--- src/design/tlg_pkg.sv ---
package tlg_pkg;
  localparam int MASK_W = 16;
  localparam int ROW_W = 8;
  localparam int GROUP_W = 3;
  localparam logic [2:0] GRP_FIRST = 3'h1;
  localparam logic [2:0] GRP_LAST = 3'h6;
  localparam logic [2:0] GRP_RESET = 3'h1;

  localparam logic [2:0] SPT_N = 3'h0;
  localparam logic [2:0] SPT_Y = 3'h1;
  localparam logic [2:0] SPT_Y1 = 3'h2;

  localparam logic [2:0] ULO_N = 3'h0;
  localparam logic [2:0] ULO_1 = 3'h1;
  localparam logic [2:0] ULO_2 = 3'h2;
  localparam logic [2:0] ULO_3 = 3'h3;
  localparam logic [2:0] ULO_4 = 3'h4;

  localparam logic [5:0] ROW_FIRST = 6'h28;
  localparam logic [5:0] ROW_LAST_ONE = 6'h2d;
  localparam logic [5:0] ROW_LAST_TWO = 6'h30;

  localparam logic [3:0] ADDR_UNCOND_MASK = 4'h0;
  localparam logic [3:0] ADDR_SOTF_MASK = 4'h1;
  localparam logic [3:0] ADDR_COMM_MASK = 4'h2;
  localparam logic [3:0] ADDR_CONFIG = 4'h3;
  localparam logic [3:0] ADDR_GROUP_CMD = 4'h4;
  localparam logic [3:0] ADDR_DELAY = 4'h5;
  localparam logic [3:0] ADDR_DROPOUT = 4'h6;
  localparam logic [3:0] ADDR_STATUS = 4'h7;
  localparam logic [3:0] ADDR_ROW_SEL = 4'h8;
  localparam logic [3:0] ADDR_ROW_DATA = 4'h9;

  localparam int CFG_SPT_LSB = 0;
  localparam int CFG_ULO_LSB = 4;
  localparam int CFG_TWO_BOARDS = 8;

  localparam int STEP_NS = 1000;
  localparam int CLK_NS = 10;
  localparam int STEP_CYCLES = STEP_NS / CLK_NS;
  localparam logic [15:0] DELAY_RESET = 16'h000a;
  localparam logic [15:0] DROPOUT_RESET = 16'h0004;

  typedef enum logic [1:0] {
    GS_IDLE = 2'b00,
    GS_TIMING = 2'b01,
    GS_SWITCH = 2'b11
  } tlg_gs_type;
endpackage

--- src/design/tlg_row_mux.sv ---
`timescale 1ns/1ps
module tlg_row_mux (
  input wire logic core_clk,
  input wire logic nrst,
  input wire logic [5:0] rowSel,
  input wire logic twoBoards,
  input wire logic [31:0] outputs,
  input wire logic alarmN,
  input wire logic [15:0] inputs,
  input wire logic [7:0] peerTx,
  input wire logic [7:0] peerRx,
  input wire logic [7:0] chanStatus,
  output logic [7:0] rowData
);
  import tlg_pkg::*;
  typedef struct packed {
    logic [7:0] rowData;
  } tlg_row_state_type;
  tlg_row_state_type state;
  tlg_row_state_type next_state;
  logic [7:0] outLow;
  logic [7:0] outHigh;
  logic [7:0] outUp0;
  logic [7:0] outUp1;
  logic [7:0] txRev;
  logic [7:0] rxRev;
  logic [7:0] inLow;
  logic [7:0] inHigh;

  // Leftmost indicator sits in bit 7 in the output rows; input and peer rows keep input 0 in bit 0
  genvar i;
  generate
    for (i = 0; i < 8; i++) begin : g_bits
      assign outLow[7 - i] = outputs[i];
      assign outUp0[7 - i] = outputs[16 + i];
      assign outUp1[7 - i] = outputs[24 + i];
      assign txRev[i] = peerTx[i];
      assign rxRev[i] = peerRx[i];
      assign inLow[i] = inputs[i];
      assign inHigh[i] = inputs[8 + i];
      if (i < 7) begin : g_out
        assign outHigh[7 - i] = outputs[8 + i];
      end else begin : g_alarm
        assign outHigh[0] = alarmN;
      end
    end
  endgenerate

  always_comb begin
    next_state = state;
    next_state.rowData = 8'h00;
    if (!twoBoards) begin
      case (rowSel)
        6'h28: next_state.rowData = outLow;
        6'h29: next_state.rowData = outHigh;
        6'h2a: next_state.rowData = txRev;
        6'h2b: next_state.rowData = chanStatus;
        6'h2c: next_state.rowData = inLow;
        6'h2d: next_state.rowData = rxRev;
        default: next_state.rowData = 8'h00;
      endcase
    end else begin
      case (rowSel)
        6'h28: next_state.rowData = outLow;
        6'h29: next_state.rowData = outHigh;
        6'h2a: next_state.rowData = outUp0;
        6'h2b: next_state.rowData = outUp1;
        6'h2c: next_state.rowData = txRev;
        6'h2d: next_state.rowData = chanStatus;
        6'h2e: next_state.rowData = inLow;
        6'h2f: next_state.rowData = inHigh;
        6'h30: next_state.rowData = rxRev;
        default: next_state.rowData = 8'h00;
      endcase
    end
  end

  always_ff @(posedge core_clk or negedge nrst) begin
    if (!nrst) begin
      state <= '0;
    end else begin
      state <= next_state;
    end
  end

  assign rowData = state.rowData;
endmodule

--- src/design/tlg_trip_logic.sv ---
`timescale 1ns/1ps
// What this block does
// - Single-pole logic if enable setting is Y or Y1, or input asserted
// - Four trip outputs: three per-pole trips and one three-pole trip
// - Each per-pole output drives one breaker pole alone
// - Single-pole mode: zone 1 ground fault trips only faulted pole
// - Single-pole mode: zone 2 ground trips single pole only if scheme permits
// - Single-pole mode: per-phase direct trip trips its own pole
// - All other trips, including during a pole open, trip three poles
// - Three element masks: unconditional, onto-fault, comm scheme; OR of elements
// - Comm scheme mask trips only while permission is granted
// - Unlatch option: N timed dropout, 1 undercurrent, 2 aux, 3 both
// - Option 4 releases trip when external unlatch input asserts
// - Six setting groups stored, exactly one active
// - Select inputs decode binary, bit0 least significant, 1..6 pick groups
// - Select all low or all high uses the group command value
// - Unassigned select inputs count as zero
// - Group switches only after selection held for the programmed delay
// - Peer link break, framing, parity, overrun flagged separately
// - Peer idle excess, sync request, data error, disabled flagged
// - One board: status rows 40 to 45
// - Two boards: status rows 40 to 48 with extra outputs and inputs
module tlg_trip_logic #(
  parameter int MASK_W = tlg_pkg::MASK_W
) (
  input wire logic core_clk,
  input wire logic nrst,
  input wire logic [3:0] addr,
  input wire logic [31:0] wrData,
  input wire logic wrStrobe,
  input wire logic rdStrobe,
  output logic [31:0] rdData,
  input wire logic [MASK_W-1:0] elements,
  input wire logic [2:0] zone1Ground,
  input wire logic [2:0] zone2Ground,
  input wire logic commPermit,
  input wire logic sotfActive,
  input wire logic single_pole_trip_input,
  input wire logic direct_trip_phase_a,
  input wire logic direct_trip_phase_b,
  input wire logic direct_trip_phase_c,
  input wire logic single_pole_open,
  input wire logic underCurrent,
  input wire logic [2:0] breakerOpen,
  input wire logic external_unlatch_input,
  input wire logic group_select_bit0,
  input wire logic group_select_bit1,
  input wire logic group_select_bit2,
  input wire logic [2:0] selAssigned,
  input wire logic peer_link_break,
  input wire logic peer_link_framing_err,
  input wire logic peer_link_parity_err,
  input wire logic peer_link_overrun,
  input wire logic peer_link_idle_excess,
  input wire logic peer_link_sync_request,
  input wire logic peer_link_data_err,
  input wire logic peer_link_disabled,
  input wire logic [31:0] contactOutputs,
  input wire logic alarmN,
  input wire logic [15:0] contactInputs,
  input wire logic [7:0] peer_tx_bit,
  input wire logic [7:0] peer_rx_bit,
  output logic pole_a_trip,
  output logic pole_b_trip,
  output logic pole_c_trip,
  output logic three_pole_trip,
  output logic singlePoleMode,
  output logic [2:0] activeGroup
);
  import tlg_pkg::*;

  typedef struct packed {
    logic [MASK_W-1:0] uncondMask;
    logic [MASK_W-1:0] sotfMask;
    logic [MASK_W-1:0] commMask;
    logic [2:0] sptSetting;
    logic [2:0] unlatchOpt;
    logic twoBoards;
    logic [2:0] groupCmd;
    logic [15:0] delaySteps;
    logic [15:0] dropoutSteps;
    logic [5:0] rowSel;
    logic [2:0] poleTrip;
    logic threeTrip;
    logic [15:0] dropCnt;
    logic [6:0] stepCnt;
    logic [2:0] selSync1;
    logic [2:0] selSync2;
    logic [2:0] selSync3;
    logic [2:0] selStable;
    logic [2:0] candGroup;
    logic [15:0] grpCnt;
    tlg_gs_type gsState;
    logic [2:0] activeGroup;
    logic [31:0] rdData;
  } tlg_state_type;

  tlg_state_type state;
  tlg_state_type next_state;
  logic [7:0] rowData;
  logic [7:0] chanStatus;
  logic stepTick;
  logic spMode;
  logic [2:0] selRaw;
  logic [2:0] selDecoded;
  logic [2:0] spReq;
  logic tpReq;
  logic uncondHit;
  logic sotfHit;
  logic commHit;
  logic anyTrip;
  logic unlatchOk;

  assign chanStatus = {peer_link_break, peer_link_framing_err, peer_link_parity_err,
                       peer_link_overrun, peer_link_idle_excess, peer_link_sync_request,
                       peer_link_data_err, peer_link_disabled};

  tlg_row_mux u_rows (
    .core_clk(core_clk),
    .nrst(nrst),
    .rowSel(state.rowSel),
    .twoBoards(state.twoBoards),
    .outputs(contactOutputs),
    .alarmN(alarmN),
    .inputs(contactInputs),
    .peerTx(peer_tx_bit),
    .peerRx(peer_rx_bit),
    .chanStatus(chanStatus),
    .rowData(rowData)
  );

  // Processing-interval tick for the group and dropout timers
  assign stepTick = (state.stepCnt == 7'(STEP_CYCLES - 1));

  always_comb begin
    spMode = (state.sptSetting == SPT_Y) || (state.sptSetting == SPT_Y1)
             || single_pole_trip_input;
    uncondHit = |(elements & state.uncondMask);
    sotfHit = sotfActive && |(elements & state.sotfMask);
    commHit = commPermit && |(elements & state.commMask);
    spReq = 3'h0;
    tpReq = 1'b0;
    if (spMode && !single_pole_open) begin
      spReq = zone1Ground;
      spReq = spReq | (commPermit ? zone2Ground : 3'h0);
      spReq = spReq | {direct_trip_phase_c, direct_trip_phase_b, direct_trip_phase_a};
      // More than one pole faulted is no longer a single-line fault
      if ((spReq[0] + spReq[1] + spReq[2]) > 2'd1) begin
        tpReq = 1'b1;
        spReq = 3'h0;
      end
      tpReq = tpReq || uncondHit || sotfHit || commHit;
    end else begin
      tpReq = uncondHit || sotfHit || commHit || (|zone1Ground)
              || ((|zone2Ground) && commPermit)
              || direct_trip_phase_a || direct_trip_phase_b || direct_trip_phase_c;
    end
    anyTrip = tpReq || (|spReq);
    case (state.unlatchOpt)
      ULO_N: unlatchOk = (state.dropCnt == 16'h0000);
      ULO_1: unlatchOk = underCurrent;
      ULO_2: unlatchOk = &breakerOpen;
      ULO_3: unlatchOk = underCurrent && (&breakerOpen);
      ULO_4: unlatchOk = external_unlatch_input;
      default: unlatchOk = 1'b0;
    endcase
  end

  always_comb begin
    selRaw = {state.selSync3[2], state.selSync3[1], state.selSync3[0]};
    selRaw = (state.selSync2 == state.selSync3) ? state.selSync3 : state.selStable;
    selRaw = selRaw & selAssigned;
    if ((selRaw == 3'h0) || (selRaw == 3'h7)) begin
      selDecoded = state.groupCmd;
    end else begin
      selDecoded = selRaw;
    end
  end

  always_comb begin
    next_state = state;
    next_state.stepCnt = stepTick ? 7'h00 : state.stepCnt + 7'h01;
    next_state.selSync1 = {group_select_bit2, group_select_bit1, group_select_bit0};
    next_state.selSync2 = state.selSync1;
    next_state.selSync3 = state.selSync2;
    if (state.selSync2 == state.selSync3) begin
      next_state.selStable = state.selSync3;
    end

    // Trip latch: new trips add, release clears only when nothing is asking
    if (anyTrip) begin
      next_state.poleTrip = state.poleTrip | (tpReq ? 3'h7 : spReq);
      next_state.threeTrip = state.threeTrip | tpReq;
      next_state.dropCnt = state.dropoutSteps;
    end else if ((|state.poleTrip) && unlatchOk) begin
      next_state.poleTrip = 3'h0;
      next_state.threeTrip = 1'b0;
    end else if ((|state.poleTrip) && stepTick && (state.dropCnt != 16'h0000)) begin
      next_state.dropCnt = state.dropCnt - 16'h0001;
    end

    // Group selection; the active value is always one of the six groups
    case (state.gsState)
      GS_IDLE: begin
        if (selDecoded != state.activeGroup) begin
          next_state.candGroup = selDecoded;
          next_state.grpCnt = 16'h0000;
          next_state.gsState = GS_TIMING;
        end
      end
      GS_TIMING: begin
        if (selDecoded != state.candGroup) begin
          next_state.candGroup = selDecoded;
          next_state.grpCnt = 16'h0000;
          if (selDecoded == state.activeGroup) begin
            next_state.gsState = GS_IDLE;
          end
        end else if (state.grpCnt >= state.delaySteps) begin
          next_state.gsState = GS_SWITCH;
        end else if (stepTick) begin
          next_state.grpCnt = state.grpCnt + 16'h0001;
        end
      end
      GS_SWITCH: begin
        next_state.activeGroup = state.candGroup;
        next_state.gsState = GS_IDLE;
      end
      default: next_state.gsState = GS_IDLE;
    endcase

    next_state.rdData = 32'h0;
    if (wrStrobe) begin
      case (addr)
        ADDR_UNCOND_MASK: next_state.uncondMask = wrData[MASK_W-1:0];
        ADDR_SOTF_MASK: next_state.sotfMask = wrData[MASK_W-1:0];
        ADDR_COMM_MASK: next_state.commMask = wrData[MASK_W-1:0];
        ADDR_CONFIG: begin
          next_state.sptSetting = wrData[CFG_SPT_LSB +: 3];
          next_state.unlatchOpt = wrData[CFG_ULO_LSB +: 3];
          next_state.twoBoards = wrData[CFG_TWO_BOARDS];
        end
        ADDR_GROUP_CMD: begin
          // Out-of-range group numbers are ignored
          if ((wrData[2:0] >= GRP_FIRST) && (wrData[2:0] <= GRP_LAST)) begin
            next_state.groupCmd = wrData[2:0];
          end
        end
        ADDR_DELAY: next_state.delaySteps = wrData[15:0];
        ADDR_DROPOUT: next_state.dropoutSteps = wrData[15:0];
        ADDR_ROW_SEL: next_state.rowSel = wrData[5:0];
        default: next_state.rowSel = state.rowSel;
      endcase
    end
    if (rdStrobe) begin
      case (addr)
        ADDR_UNCOND_MASK: next_state.rdData = 32'(state.uncondMask);
        ADDR_SOTF_MASK: next_state.rdData = 32'(state.sotfMask);
        ADDR_COMM_MASK: next_state.rdData = 32'(state.commMask);
        ADDR_CONFIG: next_state.rdData = {23'h0, state.twoBoards, 1'b0, state.unlatchOpt,
                                          1'b0, state.sptSetting};
        ADDR_GROUP_CMD: next_state.rdData = {29'h0, state.groupCmd};
        ADDR_DELAY: next_state.rdData = {16'h0, state.delaySteps};
        ADDR_DROPOUT: next_state.rdData = {16'h0, state.dropoutSteps};
        ADDR_STATUS: next_state.rdData = {20'h0, state.activeGroup, spMode,
                                          state.threeTrip, state.poleTrip, chanStatus[7:6],
                                          2'b00};
        ADDR_ROW_SEL: next_state.rdData = {26'h0, state.rowSel};
        ADDR_ROW_DATA: next_state.rdData = {24'h0, rowData};
        default: next_state.rdData = 32'h0;
      endcase
    end
  end

  always_ff @(posedge core_clk or negedge nrst) begin
    if (!nrst) begin
      state <= '0;
      state.sptSetting <= SPT_N;
      state.unlatchOpt <= ULO_N;
      state.groupCmd <= GRP_RESET;
      state.activeGroup <= GRP_RESET;
      state.candGroup <= GRP_RESET;
      state.delaySteps <= DELAY_RESET;
      state.dropoutSteps <= DROPOUT_RESET;
      state.rowSel <= ROW_FIRST;
      state.gsState <= GS_IDLE;
    end else begin
      state <= next_state;
    end
  end

  assign pole_a_trip = state.poleTrip[0];
  assign pole_b_trip = state.poleTrip[1];
  assign pole_c_trip = state.poleTrip[2];
  assign three_pole_trip = state.threeTrip;
  assign singlePoleMode = spMode;
  assign activeGroup = state.activeGroup;
  assign rdData = state.rdData;
endmodule

--- config.mk ---
export PLATFORM = sky130hd
export DESIGN_NAME = tlg_trip_logic
export DESIGN_NICKNAME = d
export VERILOG_FILES = /design/src/design/tlg_pkg.sv /design/src/design/tlg_row_mux.sv /design/src/design/tlg_trip_logic.sv
export SDC_FILE = /design/constraint.sdc
export NUM_CORES = 1
export LEC_CHECK = 0
export ABC_CLOCK_PERIOD_IN_PS = 3500
export BUFFER_PORTS_ARGS = -buffer_cell sky130_fd_sc_hd__buf_2
export CAP_MARGIN = 20
export CORE_MARGIN = 2
export CORE_UTILIZATION = 50
export CTS_BUF_LIST = sky130_fd_sc_hd__clkbuf_2
export DETAILED_ROUTE_END_ITERATION = 7
export HOLD_SLACK_MARGIN = 0.1
export PLACE_DENSITY_LB_ADDON = 0.25
export SYNTH_ARGS = -nofsm -noshare
export SYNTH_HDL_FRONTEND = slang
export SYNTH_HIERARCHICAL = 1
export SYNTH_SLANG_ARGS = --single-unit
--- constraint.sdc ---
create_clock -name core_clk -period 3.5 [get_ports core_clk]
set_input_delay 0.175 -clock core_clk [delete_from_list [all_inputs] [get_ports core_clk]]
set_output_delay 0.175 -clock core_clk [all_outputs]
set_load 0.01 [all_outputs]
# Word-level counts from Yosys, hierarchy flattened
# Cells that the tools add are included.
# totals
register_bits,199
elab_cells,162
output_inout_bits,40
input_bits,153
# op_classes
n_mux,29
bitwise_logic,8
order_cmp,4
n_eq_ne,39
n_addsub,5
n_reduce_logical,53
# op_table
operator,count
$pmux W16 S10,1
$mux W16,5
$pmux W8 S9,1
$eq A6 B6 Y1 const B,9
$and A16 B16 Y16,3
$pmux W8 S6,1
$reduce_or A16 Y1,3
$pmux W19 S2,1
$mux W21,1
$mux W3,7
$mux W20,1
$mux W18,1
$add A16 B1 Y16 const B,1
$eq A4 B3 Y1 const B,4
$ge A16 B16 Y1,1
$logic_not A16 Y1,1
$reduce_and A2 Y1,8
$reduce_bool A16 Y1,1
$sub A16 B1 Y16 const B,1
$logic_or A1 B1 Y1,14
$ne A3 B3 Y1 const B,4
$reduce_and A3 Y1,4
$reduce_or A3 Y1,4
$eq A3 B2 Y1 const B,3
other kinds (34),58

# Logic depth before layout (Yosys ltp)
# Gate-level depths: netlist of the first run.
# depth
depth_word,15
ltp_mapped,12
ltp_nobuf,11

# Modules after synthesis
# The synthesis of the first run kept the hierarchy.
# modules_own_cells
mod,n_inst,cells_each,area_each_um2,seq_area_each_um2
tlg_trip_logic,1,885,9412.8,4389.2
tlg_row_mux,1,127,1234.9,200.2

# Worst setup path after synthesis of the first run
# Ideal clock, no wire load.
# synth_path
path_type,register -> register
start,register state[75] (netlist bit)
end,register state (netlist bit pole_b_trip)
arrival_ps,2737
n_path_buf,0
required_ps,3374
path_slack_ps,637
synth_period_minus_slack_ps,2863
setup_ps,126
stages_incl_launch_ff,11
path_cell_list,dfrtp_1 inv_1 ha_1 or3b_1 nor3_4 nand2_2 or4_1 or4_4 a21oi_2 nand2_1 a221o_1
# synth_between
elab_chain_len,4
# synth_lines
item,line,text
from (decl),tlg_trip_logic.sv:98,tlg_state_type state;
from (signal assigned),tlg_trip_logic.sv:287,state <= next_state;
$logic_not A16 Y1,tlg_trip_logic.sv:160,ULO_N: unlatchOk = (state.dropCnt == 16'h0000);
$pmux W1 S5,tlg_trip_logic.sv:159,case (state.unlatchOpt)
$logic_and A1 B1 Y1,tlg_trip_logic.sv:195,end else if ((|state.poleTrip) && unlatchOk) begin
$reduce_bool A2 Y1 (no source line),-,
# No other way between the ends.
# A chain may end at the register's enable or synchronous reset.

==> results of run 1 <==
## cell usage after synthesis, types with 11 or more instances
master    count  area (µm²)
a221oi_1     25       219.0
a22oi_1      26       195.2
clkbuf_1     22       82.58
nand3_1      30       150.1
a22o_1       12       105.1
inv_1        34       127.6
buf_4        37       277.8
nor3_1       22       110.1
o21ai_0      40       200.2
o22ai_1      21       131.4
ha_1         20       250.2
a31oi_1      20       125.1
mux2_2       92        1036
a21oi_1      38       190.2
nand4_1      11       68.82
dfrtp_1     175        4379
mux2i_1      53       530.5
a211oi_1     13       97.59
nor2_1       43       161.4
nand2_1      72       270.3
## logic make-up after synthesis
logic type / Yosys count / share of synthesized area (%)
buf+inv: 114 / 6.604
xor+xnor: 7 / 0.7169
fa+ha+maj: 20 / 2.350
simple gates: 246 / 12.12
mux: 151 / 15.35
other cells: 1 / 0.03522
compound gates: 290 / 19.73
flops: 183 / 43.10
## per-layer routing
metal / GRT usage (%) / vias up / wire length (µm)
li1: - / 4228 / -
met1: 37.71 / 4475 / 13060
met2: 44.13 / 408 / 14040
met3: 5.030 / 42 / 2317
met4: 7.830 / 0 / 569
met5: 0 / - / 0
## worst max-delay path, delay by kind of cell (launching register included)
kind / cells / cell delay, ns
buf+inv: 3 / 1.40
flops: 1 / 1.08
compound gates: 3 / 0.39
mux: 1 / 0.24
## sequential cells by signal (all words and copies together) (netlist names)
signal,count
u_rows/rowData,8
pole_b_trip,1
three_pole_trip,1
pole_a_trip,1
rdData,16
activeGroup,3
next_state,6
state,146
pole_c_trip,1
## worst max-delay path by stage
| stage | start | endpoint | slack (ns) | cells past startpoint |
|---|---|---|---|---|
| after global placement | state[75]$_DFFE_PN0P_ | state[75]$_DFFE_PN0P_ | 0.45 | 12 |
| final | state[96]$_DFFE_PN0P_ | u_rows/rowData[2]$_DFF_PN0_ | 0.28 | 7 |
| after floorplan | state[75]$_DFFE_PN0P_ | pole_b_trip$_DFFE_PN0P_ | 0.64 | 10 |
| after global routing | state[59]$_DFF_PN0_ | state[51]$_DFFE_PN0P_ | 0.007 | 10 |
| after CTS | state[96]$_DFFE_PN0P_ | u_rows/rowData[2]$_DFF_PN0_ | 0.31 | 7 |
| after detailed placement | state[75]$_DFFE_PN0P_ | pole_a_trip$_DFFE_PN0P_ | 0.39 | 10 |
## cell type report
type / instances / area share, %
sequential: 183 / 36.61
clock inverter: 15 / 1.567
multi-input combinational: 730 / 43.31
timing repair buffer: 254 / 14.02
clock buffer: 17 / 0.6786
inverter: 35 / 1.048
antenna: 1 / 0.01996
tap: 275 / 2.745
## where the power goes
group	internal (mW)	switching, mW
registers	2.48	0.433
logic	0.797	0.797
clock network	0.475	0.762
## stage by stage
stage	util [%]	power (mW)	hold slack [ns]	cells	setup slack, ns
final	59.83	5.741	0.1613	1510	0.2758
after global routing	59.83	6.054	0.1299	1510	0.006627
after CTS	59.82	5.733	0.1203	1509	0.3110
after detailed placement	54.62	4.421	0.2490	1398	0.3918
after global placement	54.62	4.369	0.2480	1398	0.4516
after floorplan	-	3.968	-0.1206	1027	0.6366
==> results.yml, run 1 <==
detailed_routing:
  drc_errors: 0
  dr.pass1.iters: 8
  vias: 9153
  viasPerCell: 6.062
  antenna_left: 0
  wl_um: 29990
  avgRoutedWirePerCell_um: 19.86
  first_iter_violations: 569
sta:
  hold_violations: 0
  fmax_mhz: 310.2
  finalClockSkew_ns: 0.03822
  min_period_ns: 3.224
  rsz0062_at_grt: "false"
  setup_tns_ns: 0
  slew_violations: 0
  worst_slew_pin_slew_ns: 1.030
  setup_viol: 0
  period_share_pct: 92.12
  worst_slew_margin_rel_pct: 31.32
clock_tree:
  cts_sinks: 183
  clk_pin_slew_ns: 0.26
  cts-root-buf: "clkbuf_2"
  post_cts_buffers: 0
  cts_buffers: 17
  cts_resized: 0
  hold_buffers: 79
  cts_tree: "yes"
  cts_buffer_depth: 2
  cts_max_level: 4
  clock_latency_ns: 0.80
synthesis:
  yosys_warnings: 6
  avgSynthCellArea_um2: 10.52
  ys_seq_area_share_pct: 43.10
  syn_area_um2: 10650
  synth_edf_count: 0
  ys_async_sr_fraction_pct: 100.0
  synth-seq-cells: 183
  synth-main-ff-cell: "dfrtp_1"
  yosysUniqueCellTypes: 87
  syn_inst: 1012
finish:
  fillers: 1827
  fin_nets: 1394
  final_common_cell: "dfrtp_1"
  area_growth_pct: 17.74
  multi_input_area_um2: 5430
  seq_area_um2: 4589
  final_cell_mix: "dfrtp_1 (175), buf_2 (158), mux2_2 (92)"
  drive_gt1_share_pct: 27.63
  stdcell_area_um2: 12540
setup_path:
  crit_slowest_cell: "dfrtp_1"
  cp_slowest_stage_delay_ns: 1.08
  critPathKind: "reg -> reg"
  cp_data_arrival_time_ns: 3.91
  r2r_start: "state[96]$_DFFE_PN0P_"
  ff2ff_path_depth: 7
  worstPathRequired_ns: 4.19
  rr_endpoint: "u_rows/rowData[2]$_DFF_PN0_"
  worstSetupEndpointType: "flip-flop"
  reg2reg_slack_ns: 0.28
  cp_max_fo: 18
  start_kind: "flip-flop"
  path_cells: "buf_4, mux2i_1, o22ai_1, a211oi_1, dlygate4sd3_1, o22ai_1, dlygate4sd3_1"
die:
  io_pins: 193
  die_area_um2: 22480
  core_area_um2: 20960
  start_util_pct: 50.81
  fp-row-count: 53
  fp.dieW_um: 149.9
  die_h_um: 149.9
place:
  port_buffers: 159
  hpwl_um: 21560
  gp_congestion: 0.9415
  placed_area_um2: 11440
worst_hold_path:
  hp-start: "zone2Ground[1]"
  min_to: "pole_b_trip$_DFFE_PN0P_"
  whs_path_depth: 5
  hold_class: "in -> reg"
global_route:
  grt_pass1_wl_um: 47290
  grt_max_degree: 73
  grt.total_usage_pct: 27.32
  antenna_found_initial: 1
  globalRouteOverflowTotal: 0
  grt_pass1_vias: 8764
pwr:
  power_density_nw_per_um2: 457.9
  peakVddDrop_mv: 0.1672
  cellLeakagePower_nw: 5.495
outcome:
  status: "finished clean"
flow_run:
  maxCapViolCount: 0
Note: power is estimated with default switching activity, not from simulation.
==> run 2: changes to the inputs <==
--- a/config.mk
+++ b/config.mk
@@ -5,6 +5,7 @@
 export SDC_FILE = /design/constraint.sdc
 export NUM_CORES = 1
 export LEC_CHECK = 0
+export ABC_AREA = 1
 export ABC_CLOCK_PERIOD_IN_PS = 3500
 export BUFFER_PORTS_ARGS = -buffer_cell sky130_fd_sc_hd__buf_2
 export CAP_MARGIN = 20
==> results.yml, run 2 <==
outcome:
  status: "finished clean"
setup_path:
  crit_family: "buffers and inverters"
  start_kind: "flip-flop"
  path_cells: "nor2_4, inv_2, nor2_4, nand2_1, nand2_1, dlygate4sd3_1, nor2_1, dlygate4sd3_1, nand2_1, dlygate4sd3_1, nand2_1, nand2_1"
  crit_slowest_cell: "dfrtp_1"
  worstSetupEndpointType: "flip-flop"
  worstPathRequired_ns: 4.23
  crit_end: "u_rows/rowData[7]$_DFF_PN0_"
  rr_endpoint: "u_rows/rowData[7]$_DFF_PN0_"
  cp_data_arrival_time_ns: 4.12
  crit_buf_inv: 4
  cp_slowest_stage_delay_ns: 0.58
  critPathKind: "reg -> reg"
  crit_cells: 12
  reg2reg_slack_ns: 0.11
  cpMostUsedCell: "nand2_1"
  r2r_start: "state[96]$_DFFE_PN0P_"
  ff2ff_path_depth: 12
  critPathLaunch: "state[96]$_DFFE_PN0P_"
  cp_max_fo: 12
synthesis:
  synthTopCellsByArea: "dfrtp_1 (40%), nand2_1 (15%), o21ai_0 (6.1%), nand3_1 (6.1%), inv_1 (5.6%)"
  synthAdderAreaFrac_pct: 2.309
  synth_top_area_share_pct: 40.42
  syn_inst: 1449
  synth_top_family_by_area: "simple AND/OR/NAND/NOR gates"
  avgSynthCellArea_um2: 7.478
  yosysTopAreaCell: "dfrtp_1"
  syn_area_um2: 10840
  ys_seq_area_share_pct: 42.36
  synth-main-ff-cell: "dfrtp_1"
  synth_edf_count: 0
  yosysUniqueCellTypes: 50
  synth_mux_area_share_pct: 0.1039
  synth_compound_area_share_pct: 12.98
  ys_async_sr_fraction_pct: 100.0
  synth_commonest_cells: "nand2_1 (427), dfrtp_1 (175), inv_1 (161)"
  yosys_warnings: 6
  synthMostInstantiatedCell: "nand2_1"
  synth_xor_area_share_pct: 1.778
  synth-seq-cells: 183
  synth-simple-area-share_pct: 29.85
finish:
  fin_nets: 1869
  final_cell_mix: "nand2_1 (427), dfrtp_1 (174), inv_1 (161)"
  fillers: 1940
  final_common_cell: "nand2_1"
  largest_reg_flops: 146
  drive_gt1_share_pct: 16.09
  regMostFlops: "state"
  area_growth_pct: 21.42
flow_run:
  maxCapViolCount: 0
pwr:
  peakVddDrop_mv: 0.2134
  cellLeakagePower_nw: 6.741
  power_density_nw_per_um2: 441.8
die:
  die_h_um: 151.2
  fp-row-count: 53
  core_area_um2: 21150
  io_pins: 193
  die_area_um2: 22860
  start_util_pct: 51.22
  fp.dieW_um: 151.2
global_route:
  globalRouteOverflowTotal: 0
  grt.total_usage_pct: 28.03
  grt_pass1_wl_um: 50000
  grt_pass1_vias: 9895
  grt_max_degree: 76
  antenna_found_initial: 1
sta:
  slew_violations: 0
  period_share_pct: 96.91
  fmax_mhz: 294.8
  worst_slew_margin_rel_pct: 39.24
  setup_viol: 0
  worst_slew_pin_slew_ns: 0.9093
  min_period_ns: 3.392
  hold_violations: 0
  fin_hold_ws_ns: 0.1300
  finalClockSkew_ns: 0.04604
  setup_tns_ns: 0
clock_tree:
  clock_latency_ns: 0.81
  clk_pin_slew_ns: 0.29
  cts_sinks: 183
  cts-root-buf: "clkbuf_2"
  cts_buffer_depth: 2
  cts_buffers: 17
  cts_max_level: 4
  post_cts_buffers: 0
  cts_tree: "yes"
detailed_routing:
  antenna_left: 0
  viasPerCell: 5.405
  dr.pass1.iters: 6
  first_iter_violations: 936
  wl_um: 31820
  avgRoutedWirePerCell_um: 16.03
  vias: 10730
  drc_errors: 0
place:
  gp_congestion: 0.9543
  port_buffers: 159
  hpwl_um: 22900
worst_hold_path:
  hold_class: "in -> reg"
-- run 2: cell count changes after synthesis, sizes merged, moves of 12 or more --
cell    previous run  this run
mux2              98         1
mux2i             53         0
nand4             11        23
a211oi            15         1
o21ai             51       144
nor2              47       105
nand2             73       443
nand3             31       136
a31oi             20         8
a22oi             26         0
a21oi             41        24
inv               35       176
-- run 2: layer usage --
layer | global-route usage [%] | vias up | share of wire, %
li1 | - | 5191 | -
met1 | 38.38 | 5011 | 43
met5 | 0 | - | 0
met2 | 46.45 | 482 | 48
met4 | 5.794 | 0 | 1.5
met3 | 5.452 | 45 | 7.9
-- run 2: metrics by stage --
stage / area, µm² / worst slack, ns / power, mW / cells / utilization (%)
2_1_floorplan: 10890 / 1.414 / 3.901 / 1464 / -
3_3_place_gp: 11650 / 1.025 / 4.337 / 1833 / 55.07
3_5_place_dp: 11650 / 0.9345 / 4.392 / 1833 / 55.07
4_1_cts: 13140 / 0.04132 / 5.778 / 1983 / 62.09
5_1_grt: 13150 / -0.0009210 / 6.164 / 1984 / 62.18
6_report: 13160 / 0.1081 / 5.813 / 1985 / 62.19
-- run 2: worst min-delay path by stage --
stage                     cells after the start                     endpoint  slack (ns)            from
after floorplan                               0   activeGroup[1]$_DFFE_PN0N_       -0.12            nrst
after global placement                        1       state[117]$_DFFE_PN0P_        0.28            nrst
after detailed placement                      1       state[117]$_DFFE_PN0P_        0.28            nrst
after CTS                                     8      pole_c_trip$_DFFE_PN0P_        0.12  zone1Ground[2]
after global routing                          7  three_pole_trip$_DFFE_PN0P_        0.12  zone1Ground[1]
final                                         7  three_pole_trip$_DFFE_PN0P_        0.13  zone1Ground[1]
-- run 2: cell families after synthesis --
group	after synthesis
buffers and inverters	254
AO/OA/AOI/OAI	236
other	1
AND/OR/NAND/NOR	732
flip-flops	183
XOR/XNOR	22
adder cells (fa/ha/maj)	20
multiplexers	1
-- run 2: power breakdown --
| part | total, mW | internal (mW) | switching [mW] |
|---|---|---|---|
| clock | 1.27 | 0.484 | 0.790 |
| sequential | 2.80 | 2.48 | 0.317 |
| combinational | 1.74 | 0.650 | 1.09 |
-- run 2: final cells by class --
| type | count | area [µm²] | area share [%] |
|---|---|---|---|
| Antenna cell | 1 | 2.502 | 0.01902 |
| Clock buffer | 18 | 90.09 | 0.6847 |
| Clock inverter | 14 | 197.7 | 1.503 |
| Inverter | 176 | 661.9 | 5.031 |
| Multi-Input combinational cell | 1028 | 5171 | 39.31 |
| Sequential cell | 183 | 4591 | 34.89 |
| Tap cell | 275 | 344.1 | 2.615 |
| Timing Repair Buffer | 290 | 2098 | 15.95 |
-- run 2: tightest hold or removal path, stage by stage --
cell     delay (ns)
buf_2          0.08
a211o_1        0.14
nor3_1         0.05
mux2_2         0.26
inv_2          0.07
nor2_4         0.06
o21ai_0        0.09
-- run 2: repair_timing --
action                     CTS  global route
gates resized for setup      0             4
setup endpoints to repair    0            17
hold endpoints to repair   316             0
hold buffers               118             0
==> run 3: changes to the inputs <==
--- a/config.mk
+++ b/config.mk
@@ -6,9 +6,9 @@
 export NUM_CORES = 1
 export LEC_CHECK = 0
 export ABC_AREA = 1
-export ABC_CLOCK_PERIOD_IN_PS = 3500
+export ABC_CLOCK_PERIOD_IN_PS = 3000
 export BUFFER_PORTS_ARGS = -buffer_cell sky130_fd_sc_hd__buf_2
-export CAP_MARGIN = 20
+export CAP_MARGIN = 30
 export CORE_MARGIN = 2
 export CORE_UTILIZATION = 50
 export CTS_BUF_LIST = sky130_fd_sc_hd__clkbuf_2
==> constraint.sdc (replaced) <==
create_clock -name core_clk -period 3 [get_ports core_clk]
set_input_delay 0.15 -clock core_clk [delete_from_list [all_inputs] [get_ports core_clk]]
set_output_delay 0.15 -clock core_clk [all_outputs]
set_load 0.01 [all_outputs]
==> results.yml, run 3 (synthesis gave the netlist of run 2 again) <==
clock_tree:
  cts_buffer_depth: 2
  clk_pin_slew_ns: 0.24
  cts_buffers: 17
  cts_max_level: 4
  cts_tree: "yes"
  clock_latency_ns: 0.78
  cts-root-buf: "clkbuf_2"
  cts_sinks: 183
pwr:
  p_total_mw: 6.855
  cellLeakagePower_nw: 6.935
  power_density_nw_per_um2: 504.8
  peakVddDrop_mv: 0.2890
finish:
  fin_nets: 1906
  final_common_cell: "nand2_1"
  regMostFlops: "state"
  diodes: 0
  final_cell_mix: "nand2_1 (424), dfrtp_1 (173), inv_1 (161)"
  area_growth_pct: 25.32
  fillers: 1809
  drive_gt1_share_pct: 16.95
  largest_reg_flops: 146
sta:
  worst_slew_pin_slew_ns: 0.8998
  slew_violations: 0
  rsz0062_at_grt: "false"
  setup_slack_ns: 0.1179
  worst_slew_margin_rel_pct: 39.87
  min_period_ns: 2.882
  hold_violations: 0
  fin_hold_ws_ns: 0.09550
  setup_viol: 0
  finalClockSkew_ns: 0.03000
  fmax_mhz: 347.0
  setup_tns_ns: 0
  period_share_pct: 96.07
global_route:
  antenna_found_initial: 0
  grt_pass1_wl_um: 51100
  grt_pass1_vias: 10300
  globalRouteOverflowTotal: 0
  grt_max_degree: 74
  grt.total_usage_pct: 28.50
detailed_routing:
  antenna_left: 0
  vias: 10950
  drc_errors: 0
  dr.pass1.iters: 6
  viasPerCell: 5.420
  avgRoutedWirePerCell_um: 16.15
  first_iter_violations: 1044
  wl_um: 32640
outcome:
  status: "finished clean"
setup_path:
  rr_endpoint: "u_rows/rowData[4]$_DFF_PN0_"
  worstPathRequired_ns: 3.72
  cp_data_arrival_time_ns: 3.60
  reg2reg_slack_ns: 0.12
  crit_cells: 10
  crit_family: "buffers and inverters"
  crit_end: "u_rows/rowData[4]$_DFF_PN0_"
  cpMostUsedCell: "nand2_1"
  critPathKind: "reg -> reg"
  cp_max_fo: 17
  critPathLaunch: "state[100]$_DFFE_PN1P_"
  cp_slowest_stage_delay_ns: 0.64
  crit_slowest_cell: "dfstp_2"
  r2r_start: "state[100]$_DFFE_PN1P_"
  ff2ff_path_depth: 10
  worstSetupEndpointType: "flip-flop"
  start_kind: "flip-flop"
  crit_buf_inv: 2
  path_cells: "nand2_2, nor2_4, nand3_1, nand2_1, dlygate4sd3_1, nor2_1, dlygate4sd3_1, nand2_1, nand2_1, nand2_1"
die:
  fp.dieW_um: 151.2
  start_util_pct: 51.22
  core_area_um2: 21150
  io_pins: 193
  die_h_um: 151.2
  fp-row-count: 53
  die_area_um2: 22860
worst_hold_path:
  whs_path_depth: 8
  hold_class: "in -> reg"
place:
  port_buffers: 159
  post-place-ws_ns: 0.4862
  gp_congestion: 0.9474
  hpwl_um: 22720
flow_run:
  maxCapViolCount: 0
==> run 3: changes by cell type in the layout (fill, tap and decap cells not counted), moves of 3 or more <==
| cell | change |
|---|---|
| dlygate4sd3_1 | +25 |
| buf_4 | +7 |
| buf_12 | +3 |
| nand2_1 | -3 |
| nand2_2 | +3 |
==> run 3: how the worst min path moves through the flow <==
| stage | start | to | slack (ns) |
|---|---|---|---|
| after floorplan | nrst | activeGroup[1]$_DFFE_PN0N_ | -0.15 |
| after global placement | nrst | state[56]$_DFF_PN0_ | 0.26 |
| after detailed placement | nrst | state[54]$_DFFE_PN0P_ | 0.26 |
| after CTS | commPermit | state[89]$_DFFE_PN0P_ | 0.14 |
| after global routing | commPermit | state[89]$_DFFE_PN0P_ | 0.08 |
| final | commPermit | state[89]$_DFFE_PN0P_ | 0.1 |
==> run 3: worst min-delay path: stages <==
cell and delay [ns]:
buf_2 0.15, o21ai_2 0.07, nand3_2 0.11, nor2_4 0.06, nand2_2 0.07, inv_2 0.10
nand2_1 0.07, o211ai_1 0.07
==> run 3: cell type report <==
cell class	instances	area, µm²	share of cell area, %
clock buffer	19	95.09	0.7003
sequential	183	4592	33.82
clock inverter	13	177.7	1.308
timing repair buffer	327	2484	18.29
inverter	176	660.6	4.865
tap	275	344.1	2.534
multi-input combinational	1028	5226	38.49
==> run 3: report_power, final <==
part | total, mW | switching [mW] | leakage (nW) | internal, mW
logic | 2.16 | 1.32 | 4.46 | 0.841
clock network | 1.43 | 0.874 | 0.166 | 0.551
registers | 3.27 | 0.376 | 2.31 | 2.90
==> run 3: layer usage <==
layer	GRT usage (%)	vias up	wire (µm)
met5	0	-	0
met4	8.458	0	960
met3	7.711	81	2911
met2	46.09	562	15230
met1	37.56	5054	13530
li1	-	5256	-
==> run 3: timing repair <==
item	4_1_cts	5_1_grt
hold endpoints to repair	320	0
gates resized for setup	0	22
hold buffers	144	0
setup buffers	0	8
endpoints found under the setup margin	0	29
==> run 3: metrics by stage <==
stage	instance area [µm²]	instances	utilization (%)
3_3_place_gp	11700	1836	55.29
6_report	13580	2021	64.19
3_5_place_dp	11700	1836	55.29
5_1_grt	13580	2021	64.19
4_1_cts	13430	2012	63.48
2_1_floorplan	10890	1464	-
